### config.mk
export PLATFORM = sky130hd
export DESIGN_NAME = dmac_slice
export DESIGN_NICKNAME = d
export VERILOG_FILES = /design/src/rtl/dmac_pipe_stage.v /design/src/rtl/dmac_slice.v
export VERILOG_INCLUDE_DIRS = /design/src /design/src/inc
export SDC_FILE = /design/constraint.sdc
export NUM_CORES = 2
export LEC_CHECK = 0
export ABC_AREA = 1
export BUFFER_PORTS_ARGS = -buffer_cell sky130_fd_sc_hd__buf_4
export CORE_UTILIZATION = 58
export DETAILED_ROUTE_END_ITERATION = 12
export PLACE_DENSITY = 0.81
export SYNTH_ARGS = -nofsm -noshare
export SYNTH_HDL_FRONTEND = slang
export SYNTH_SLANG_ARGS = --single-unit
### constraint.sdc
create_clock -name i_core_clk -period 15.5 [get_ports i_core_clk]
set_input_delay 1.55 -clock i_core_clk [delete_from_list [all_inputs] [get_ports i_core_clk]]
set_output_delay 1.55 -clock i_core_clk [all_outputs]
set_load 0.01 [all_outputs]
### src/inc/dmac_map.vh
`ifndef DMAC_MAP_VH
`define DMAC_MAP_VH
// arithmetic mode select
`define DMAC_MODE_MUL 2'h0
`define DMAC_MODE_SIMD 2'h1
`define DMAC_MODE_LOGIC 2'h2
`define DMAC_MODE_CNT 2'h3
// simd operation select
`define DMAC_OP_ADD 2'h0
`define DMAC_OP_SUB 2'h1
`define DMAC_OP_ACC 2'h2
// simd lane width select
`define DMAC_LANE_ONE 2'h0
`define DMAC_LANE_TWO 2'h1
`define DMAC_LANE_FOUR 2'h2
// xor width select
`define DMAC_XW_12 2'h0
`define DMAC_XW_24 2'h1
`define DMAC_XW_48 2'h2
`define DMAC_XW_96 2'h3
// logic function codes, ten of them
`define DMAC_LF_AND 4'h0
`define DMAC_LF_OR 4'h1
`define DMAC_LF_XOR 4'h2
`define DMAC_LF_NAND 4'h3
`define DMAC_LF_NOR 4'h4
`define DMAC_LF_XNOR 4'h5
`define DMAC_LF_ANDN 4'h6
`define DMAC_LF_ORN 4'h7
`define DMAC_LF_NOTA 4'h8
`define DMAC_LF_PASSA 4'h9
// reset values
`define DMAC_ACC_RST 48'h000000000000
`endif

### src/rtl/dmac_pipe_stage.v
`timescale 1ns/100ps
`default_nettype none
module dmac_pipe_stage #(
  parameter W = 48
) (
  // clock and reset
  input wire i_core_clk,
  input wire i_sys_rst,
  // control
  input wire i_bypass,
  // data
  input wire [W-1:0] i_d,
  output wire [W-1:0] o_q
);
  reg [W-1:0] q_r;
  // optional register; bypassed stage saves a cycle at the cost of timing
  always @(posedge i_core_clk) begin
    if (i_sys_rst) begin
      q_r <= {W{1'b0}};
    end else begin
      q_r <= i_d;
    end
  end
  assign o_q = i_bypass ? i_d : q_r;
endmodule
`default_nettype wire

### src/rtl/dmac_slice.v
// Notes on behaviour
// - signed 27 by 18 full product
// - 48-bit accumulator adds result when enabled
// - bypass multiplier; simd one, two, four lanes
// - logic unit with ten bitwise functions
// - pre-adder sums two inputs before multiply
// - 96-bit xor parity, 12/24/48/96 groups
// - 48-bit pattern match with rounding support
// - pattern detect over two successive words spans 96
// - accumulator counts up or down
// - optional pipeline registers along datapath
`timescale 1ns/100ps
`default_nettype none
`include "dmac_map.vh"
module dmac_slice (
  // clock and reset
  input wire i_core_clk,
  input wire i_sys_rst,
  // operands
  input wire [26:0] i_a,
  input wire [26:0] i_d,
  input wire [17:0] i_b,
  input wire [47:0] i_x,
  input wire [47:0] i_y,
  // controls
  input wire i_en,
  input wire [1:0] i_mode,
  input wire [1:0] i_simd_op,
  input wire [1:0] i_lane,
  input wire [3:0] i_logic_fn,
  input wire [1:0] i_xor_w,
  input wire i_preadd_en,
  input wire i_preadd_sub,
  input wire i_count_down,
  input wire i_load,
  input wire [47:0] i_load_val,
  input wire i_pipe_in_byp,
  input wire i_pipe_mul_byp,
  // pattern detect configuration
  input wire [47:0] i_pattern,
  input wire [47:0] i_pat_mask,
  // results
  output reg [47:0] o_p,
  output reg o_pat_match,
  output reg o_pat_match_n,
  output reg o_wide_match,
  output reg [7:0] o_xor_par,
  output reg [3:0] o_carry
);
  reg [47:0] acc_r;
  reg [47:0] acc_nxt;
  reg [3:0] carry_nxt;
  reg [47:0] logic_res;
  reg [7:0] xor_nxt;
  reg [47:0] lo_wide_r;
  wire [26:0] a_s;
  wire [26:0] d_s;
  wire [17:0] b_s;
  wire [27:0] pre_sum;
  wire [45:0] prod;
  wire [47:0] prod_s;
  wire [47:0] prod_ext;
  wire [47:0] opnd;
  wire [95:0] xin;
  wire pat_eq;
  wire wide_ok;
  integer k;

  // input stage registers, optional
  dmac_pipe_stage #(.W(27)) u_pa (.i_core_clk(i_core_clk), .i_sys_rst(i_sys_rst),
    .i_bypass(i_pipe_in_byp), .i_d(i_a), .o_q(a_s));
  dmac_pipe_stage #(.W(27)) u_pd (.i_core_clk(i_core_clk), .i_sys_rst(i_sys_rst),
    .i_bypass(i_pipe_in_byp), .i_d(i_d), .o_q(d_s));
  dmac_pipe_stage #(.W(18)) u_pb (.i_core_clk(i_core_clk), .i_sys_rst(i_sys_rst),
    .i_bypass(i_pipe_in_byp), .i_d(i_b), .o_q(b_s));

  // pre-adder keeps one guard bit so d+a never wraps
  assign pre_sum = !i_preadd_en ? {a_s[26], a_s} :
    (i_preadd_sub ? ({d_s[26], d_s} - {a_s[26], a_s}) : ({d_s[26], d_s} + {a_s[26], a_s}));
  assign prod = $signed(pre_sum) * $signed(b_s);
  assign prod_ext = {{2{prod[45]}}, prod};

  dmac_pipe_stage #(.W(48)) u_pm (.i_core_clk(i_core_clk), .i_sys_rst(i_sys_rst),
    .i_bypass(i_pipe_mul_byp), .i_d(prod_ext), .o_q(prod_s));

  // multiplier bypass selects the wide operand
  assign opnd = (i_mode == `DMAC_MODE_MUL) ? prod_s : i_x;

  // simd lane add/sub; carries cut at lane boundaries
  function [51:0] simd;
    input [47:0] p;
    input [47:0] q;
    input sub;
    input [1:0] lane;
    reg [12:0] s;
    reg c;
    reg [47:0] r;
    reg [3:0] co;
    integer j;
    begin
      c = sub;
      r = 48'h000000000000;
      co = 4'h0;
      for (j = 0; j < 4; j = j + 1) begin
        if ((lane == `DMAC_LANE_FOUR) || (lane == `DMAC_LANE_TWO && (j == 0 || j == 2))) begin
          c = sub;
        end
        s = {1'b0, p[j*12 +: 12]} + {1'b0, (sub ? ~q[j*12 +: 12] : q[j*12 +: 12])} + {12'h000, c};
        r[j*12 +: 12] = s[11:0];
        c = s[12];
        co[j] = s[12];
      end
      simd = {co, r};
    end
  endfunction

  always @* begin
    case (i_logic_fn)
      `DMAC_LF_AND: logic_res = acc_r & i_y;
      `DMAC_LF_OR: logic_res = acc_r | i_y;
      `DMAC_LF_XOR: logic_res = acc_r ^ i_y;
      `DMAC_LF_NAND: logic_res = ~(acc_r & i_y);
      `DMAC_LF_NOR: logic_res = ~(acc_r | i_y);
      `DMAC_LF_XNOR: logic_res = ~(acc_r ^ i_y);
      `DMAC_LF_ANDN: logic_res = acc_r & ~i_y;
      `DMAC_LF_ORN: logic_res = acc_r | ~i_y;
      `DMAC_LF_NOTA: logic_res = ~acc_r;
      `DMAC_LF_PASSA: logic_res = acc_r;
      default: logic_res = 48'h000000000000;
    endcase
  end

  always @* begin
    acc_nxt = acc_r;
    carry_nxt = o_carry;
    if (i_load) begin
      acc_nxt = i_load_val;
    end else if (i_en) begin
      case (i_mode)
        `DMAC_MODE_MUL: begin
          acc_nxt = acc_r + opnd;
        end
        `DMAC_MODE_SIMD: begin
          case (i_simd_op)
            `DMAC_OP_ADD: {carry_nxt, acc_nxt} = simd(opnd, i_y, 1'b0, i_lane);
            `DMAC_OP_SUB: {carry_nxt, acc_nxt} = simd(opnd, i_y, 1'b1, i_lane);
            `DMAC_OP_ACC: {carry_nxt, acc_nxt} = simd(acc_r, opnd, 1'b0, i_lane);
            default: {carry_nxt, acc_nxt} = simd(opnd, i_y, 1'b0, i_lane);
          endcase
        end
        `DMAC_MODE_LOGIC: begin
          acc_nxt = logic_res;
        end
        `DMAC_MODE_CNT: begin
          acc_nxt = i_count_down ? acc_r - 48'h000000000001 : acc_r + 48'h000000000001;
        end
        default: acc_nxt = acc_r;
      endcase
    end
  end

  // 96-bit parity over accumulator and y operand
  assign xin = {i_y, acc_r};
  always @* begin
    xor_nxt = 8'h00;
    for (k = 0; k < 8; k = k + 1) begin
      case (i_xor_w)
        `DMAC_XW_12: xor_nxt[k] = ^xin[k*12 +: 12];
        `DMAC_XW_24: xor_nxt[k] = (k < 4) ? ^xin[k*24 +: 24] : 1'b0;
        `DMAC_XW_48: xor_nxt[k] = (k < 2) ? ^xin[k*48 +: 48] : 1'b0;
        `DMAC_XW_96: xor_nxt[k] = (k == 0) ? ^xin : 1'b0;
        default: xor_nxt[k] = 1'b0;
      endcase
    end
  end

  // masked compare; mask bits set are don't-care, which gives the round-tie test
  assign pat_eq = &(~(acc_r ^ i_pattern) | i_pat_mask);

  // wide match: this cycle's lower half matched last cycle, so two words give 96 bits
  assign wide_ok = pat_eq && (lo_wide_r == 48'hffffffffffff);

  always @(posedge i_core_clk) begin
    if (i_sys_rst) begin
      acc_r <= `DMAC_ACC_RST;
      o_carry <= 4'h0;
      o_p <= 48'h000000000000;
      o_pat_match <= 1'b0;
      o_pat_match_n <= 1'b0;
      o_wide_match <= 1'b0;
      o_xor_par <= 8'h00;
      lo_wide_r <= 48'h000000000000;
    end else begin
      acc_r <= acc_nxt;
      o_carry <= carry_nxt;
      o_p <= acc_r;
      o_pat_match <= pat_eq;
      o_pat_match_n <= &(~(acc_r ^ ~i_pattern) | i_pat_mask);
      o_wide_match <= wide_ok;
      o_xor_par <= xor_nxt;
      lo_wide_r <= {48{pat_eq}};
    end
  end
endmodule
`default_nettype wire

# Word level (Yosys, flattened, before mapping)
# Cells that the tools add are included.
[word_totals]
register_bits = 230
input_bits = 333
output_inout_bits = 63
word_cells = 216
[op_classes]
addsub = 33
n_mul = 1
n_eq_ne = 21
mux = 98
bitwise_logic = 22
n_reduce_logical = 29
[op_table]
columns = ["operator", "n"]
rows = [
  ["case mux 48 bit (10 select lines)", 1],
  ["inverter 48 bit", 8],
  ["two-way mux 48 bit", 5],
  ["adder 13 x 1 -> 13 bit", 16],
  ["OR 48 bit", 4],
  ["case mux 48 bit (4 select lines)", 1],
  ["adder 12 x 12 -> 13 bit", 12],
  ["case mux 48 bit (3 select lines)", 1],
  ["bitwise XOR 48 bit", 3],
  ["bitwise AND 48 bit", 2],
  ["AND reduction 48 bit", 2],
  ["XOR reduction 12 bit", 8],
  ["XOR reduction 24 bit", 4],
  ["XOR reduction 48 bit", 2],
  ["XOR reduction 96 bit", 1],
  ["two-way mux 1 bit", 76],
  ["two-way mux 28 bit", 2],
  ["two-way mux 27 bit", 2],
  ["adder 48 x 1 -> 48 bit, second input constant", 1],
  ["adder 48 bit", 1],
  ["equality test 48 bit, second input constant", 1],
  ["inverter 12 bit", 4],
  ["subtractor 48 x 1 -> 48 bit, second input constant", 1],
  ["multiplier 28 x 18 -> 46 bit", 1],
  ["24 further kinds", 45],
]

# Longest topological paths before layout
[depth]
depth_word = 31
depth_mapped = 103

# Hierarchy
# From an unflattened synthesis, not the netlist that was laid out.
[unflattened]
hier_cells = 7641
hier_area_um2 = 50492.2
[by_module_without_submodules]
columns = ["mod", "instances", "cells_per_inst", "area_per_inst_um2", "seq_area_each_um2"]
rows = [
  ["dmac_slice", 1, 6881, 45462.4, 2222.1],
  ["dmac_pipe_stage (u_pa ...)", 2, 171, 1154.9, 540.5],
  ["dmac_pipe_stage (u_pm)", 1, 304, 1948.1, 960.9],
  ["dmac_pipe_stage (u_pb)", 1, 114, 772.0, 360.3],
]

# Least setup slack after synthesis
# No wires, ideal clock.
[synth_timing]
path_type = "in2reg"
from = "input i_pipe_in_byp"
to = "register acc_r[46]"
setup_ns = 0.123
t_arrival_ns = 15.356
required_time_ns = 15.377
slack_ns = 0.022
stages = 100
path_buffers = 7
path_cell_list = "buf_6 buf_2 buf_2 buf_2 clkbuf_1 clkbuf_1 o21ai_0 ha_1 fa_1 o21ai_1 a21oi_1 nor2_1 nor2_1 xor2_1 o21ai_1 inv_1 clkbuf_1 nor2_1 [64 not listed] nand2_1 nand2_1 nand2_1 a21oi_1 nor2_1 o21ai_0 nand2_1 nand2_1 nand2_1 a21oi_1 inv_1 nand2_1 nand3_1 nand3_1 nand3_1 a21oi_1 nor2_1 o21ai_0"
[synth_via]
elab_chain_len = 31
word_cells_on_any_way = 103
cone_classes = "31 x add/sub; 1 x mul; 71 x mux"
[synth_lines]
columns = ["element", "line_no", "rtl"]
rows = [
  ["start, declared", "dmac_slice.v:37", "input wire i_pipe_in_byp,"],
  ["two-way mux 27 bit", "dmac_pipe_stage.v:24", "assign o_q = i_bypass ? i_d : q_r;"],
  ["adder 27 x 27 -> 28 bit or subtractor 27 x 27 -> 28 bit (tied branches)", "dmac_slice.v:79", "(i_preadd_sub ? ({d_s[26], d_s} - {a_s[26], a_s}) : ({d_s[26], d_s} + {a_s[26], a_s}));"],
  ["two-way mux 28 bit", "dmac_slice.v:79", ""],
  ["two-way mux 28 bit", "dmac_slice.v:78", "assign pre_sum = !i_preadd_en ? {a_s[26], a_s} :"],
  ["multiplier 28 x 18 -> 46 bit *", "dmac_slice.v:80", "assign prod = $signed(pre_sum) * $signed(b_s);"],
  ["two-way mux 48 bit *", "dmac_pipe_stage.v:24", ""],
  ["two-way mux 48 bit *", "dmac_slice.v:87", "assign opnd = (i_mode == `DMAC_MODE_MUL) ? prod_s : i_x;"],
  ["adder 12 x 12 -> 13 bit", "dmac_slice.v:108", "s = {1'b0, p[j*12 +: 12]} + {1'b0, (sub ? ~q[j*12 +: 12] : q[j*12 +: 12])} + {12'h000, c};"],
  ["[15 not listed]", "-", ""],
  ["two-way mux 1 bit", "dmac_slice.v:139", "case (i_mode)"],
  ["two-way mux 1 bit", "dmac_slice.v:138", "end else if (i_en) begin"],
  ["two-way mux 1 bit", "dmac_slice.v:136", "if (i_load) begin"],
  ["adder 13 x 1 -> 13 bit", "dmac_slice.v:108", ""],
  ["case mux 48 bit (3 select lines)", "dmac_slice.v:144", "case (i_simd_op)"],
  ["case mux 48 bit (4 select lines) *", "dmac_slice.v:139", ""],
  ["two-way mux 48 bit *", "dmac_slice.v:138", ""],
  ["two-way mux 48 bit *", "dmac_slice.v:136", ""],
  ["end signal, assigned", "dmac_slice.v:185", "acc_r <= `DMAC_ACC_RST;"],
  ["end signal, assigned", "dmac_slice.v:194", "acc_r <= acc_nxt;"],
  ["end, declared", "dmac_slice.v:50", "reg [47:0] acc_r;"],
]
# Every way passes the cells marked *; elsewhere a longest branch is shown, timed or not. The select of a mux whose other input is x is not followed.
# A chain may end at the register's enable or synchronous reset.

# Final worst setup path
# Same ends and word-level chain as after synthesis.

==> metrics.md <==
| Metric | Value |
|---|---|
| Clock Latency Late Sink | `just over 600 ps` |
| Asr flop ratio synth | `0%` |
| Drt pass-1 iters | `9` |
| Placed Instances | `about 9000` |
| RSZ-0062 raised after global routing | `true` |
| Slowest CP cell | `fa_1` |
| Setup crit start kind | `input pin` |
| Post-synth EDFFs | `0` |
| Largest net degree at the start of global routing | `81` |
| Hold Violations, Final | `0` |
| IO Count | `roughly 400` |
| Global route overflow | `0` |
| TritonCTS Sinks | `229` |
| Global-route wire length before repair | `about 280000 um` |
| Gr usage total | `a little over two fifths` |
| Clock-pin slew on the worst setup and hold paths | `approximately 70 ps` |
| I/O Buffers | `~400` |
| Total CTS buffers | `28` |
| Rows | `about 110` |
| Hpwl dp | `153000 um` |
| Average routed wire per standard cell | `20.7 um` |
| Fin nets | `9293` |
| Crit path DAT | `about 15000 ps` |
| Tightest Hold Check Type | `reg2reg` |
| Worst-Margin Slew | `around 1200 ps` |
| Cells taking the most area after synthesis | `fa_1, ha_1, nand2_1` |
| Slew Limit Fails | `0` |
| Fill count | `7261` |
| Synth cell count leaders | `nand2_1, inv_1, nor2_1, ha_1, fa_1` |
| Share of the yosys chip area belonging to registers | `about a tenth` |
| Top FF cell, synth | `dfxtp_1` |
| Crit path kind | `in2reg` |
| CP max FO | `8` |
| Synth top area share | `roughly a fifth` |
| Die Wd | `293 um` |
| CTS Root Cell | `clkbuf_16` |
| Initial Util | `between 50% and 60%` |
| Crit path top cell by count | `nand2_1` |
| P&R area growth vs syn | `17.7%` |
| Setup crit end kind | `flop` |
| Iteration-0 DRC Markers | `between 5000 and 6000` |
| Share of cells above drive strength 1 | `between 10% and 20%` |
| Seq cells post-synth | `229` |
| Req. time, crit path | `~16000 ps` |
| Finished Layout Cells | `around 9100` |
| Cells after Synth | `just over 7000` |
| CTS tree | `built` |
| Status | `completed` |
| Post-Syn Area per Cell | `between 6 and 7 sq um` |
| Relative slew slack | `roughly 17%` |
| Final period utilization | `96.7%` |
| DIE AREA | `85600 sq um` |
| Remaining DRCs | `0` |
| Vias | `around 53000` |
| Vias/cell | `between 5 and 6` |
| Total length of routed wires | `~190000 um` |
| CP peak stage delay | `between 500 and 600 ps` |
| Syn_nets | `8640` |
| Hold WS | `between 400 and 500 ps` |
| Initial antenna violation count | `3` |
| Longest Clk Path Bufs | `3` |
| Core Footprint | `roughly 84000 sq um` |
| Routability cong. | `roughly 1.1` |
| Post-synth top area cell | `fa_1` |
| Cts hold-fix bufs | `0` |
| Tmin final | `14990 ps` |
| Final setup viols | `0` |
| Setup Skew | `between 40 and 50 ps` |
| Vias in the first global route | `~51000` |
| Achievable clock frequency | `66.7 MHz` |
| Fin util | `68.9%` |
| Post-Synthesis Cell Area | `~49000 sq um` |
| Detail Route Antenna Nets | `0` |
| Yosys cell types | `66` |
| Count leader, synth | `nand2_1` |
| Htree depth | `1` |
| Die H | `293 um` |
| Synth warn | `0` |
| Max_cap viols | `0` |
-- placed cells by master (no fill, tap or decap), drive strengths merged, types with 18 or more instances in the layout --
cell type  Yosys  final
fa           509    509
nand2       1622   1622
xnor2        108    108
a31oi         21     21
ha           540    540
o22ai         64     64
dfxtp        229    229
o2111ai       29     29
o21ai        464    464
nor4          24     24
a21oi        370    370
o211ai        37     37
nor2         869    869
o21bai        20     20
a221oi        38     38
o31ai         19     19
clkbuf       198     36
or2           60     60
clkinv        12     21
inv         1318   1319
o221ai        20     20
nand3b        18     18
nand3        233    233
nand4         49     49
nor3          34     34
buf           42    862
a211oi        31     31
xor2         182    182
-- cells by family after synthesis --
family | Yosys count | share of synthesized area [%]
and+or+nand+nor | 2919 | 24.3
adders and majority gates | 1049 | 34.6
xor gates and xnor gates | 290 | 5.20
buffers and inverters | 1570 | 12.1
AOI/OAI and AO/OA | 1201 | 14.5
DFF | 229 | 9.36
-- routing by layer --
metal / up-vias / share of wire, % / global-route usage (%)
met5: - / 0.098 / 1.30
met4: 6 / 6.7 / 24.2
met3: 768 / 13 / 13.1
met2: 3178 / 42 / 64.1
met1: 24600 / 38 / 54.7
li1: 24100 / - / -
-- worst max-delay path: cells and delay by family --
kind / cells / cell delay, ps
AO/OA/AOI/OAI: 25 / 2860
XOR/XNOR: 3 / 430
adder cells (fa/ha/maj): 15 / 5450
buffers and inverters: 16 / 1450
AND/OR/NAND/NOR: 43 / 3720
-- state kept, by name, indices dropped and copies added, names as in the netlist --
name,count
o_xor_par,8
o_wide_match,1
o_p,48
u_pa.q_r,27
o_pat_match_n,1
lo_wide_r,1
o_carry,4
u_pb.q_r,18
u_pd.q_r,27
u_pm.q_r,46
acc_r,48
-- repair_timing --
item | in CTS | in global routing
buffers inserted | 0 | 28
setup endpoints to repair | 0 | 12
gates resized for setup | 0 | 174
-- through the flow --
stage	worst slack [ps]	area, sq um	TNS [ps]
5_1_grt	-362	57700	-1250
3_3_place_gp	-148	55800	-294
6_report	506	57700	0
2_1_floorplan	21.7	49000	0
3_5_place_dp	-308	55800	-924
4_1_cts	276	56800	0
-- worst paths after layout --
| kind | start | end | slack (ps) | cells after the start |
|---|---|---|---|---|
| setup / recovery | i_pipe_in_byp | acc_r[46] | 510 | 102 |
| hold / removal | lo_wide_r[0] | o_wide_match | 480 | 1 |
| setup reg to reg | u_pa.q_r[1] | acc_r[46] | 1330 | 99 |
| hold reg to reg | lo_wide_r[0] | o_wide_match | 480 | 1 |
-- layout make-up --
| class | instances | area, sq um | share of cell area (%) |
|---|---|---|---|
| multi-input combinational | 5459 | 39000 | 67.7 |
| timing repair buffer | 863 | 6660 | 11.5 |
| inverter | 1330 | 5010 | 8.69 |
| sequential | 229 | 4580 | 7.95 |
| tap | 1134 | 1420 | 2.46 |
| clock buffer | 35 | 757 | 1.31 |
| clock inverter | 16 | 216 | 0.375 |
| antenna | 3 | 7.51 | 0.0130 |
Power is not shown: default switching activity piles up to over one toggle a cycle in this logic, so the estimate is an artifact.
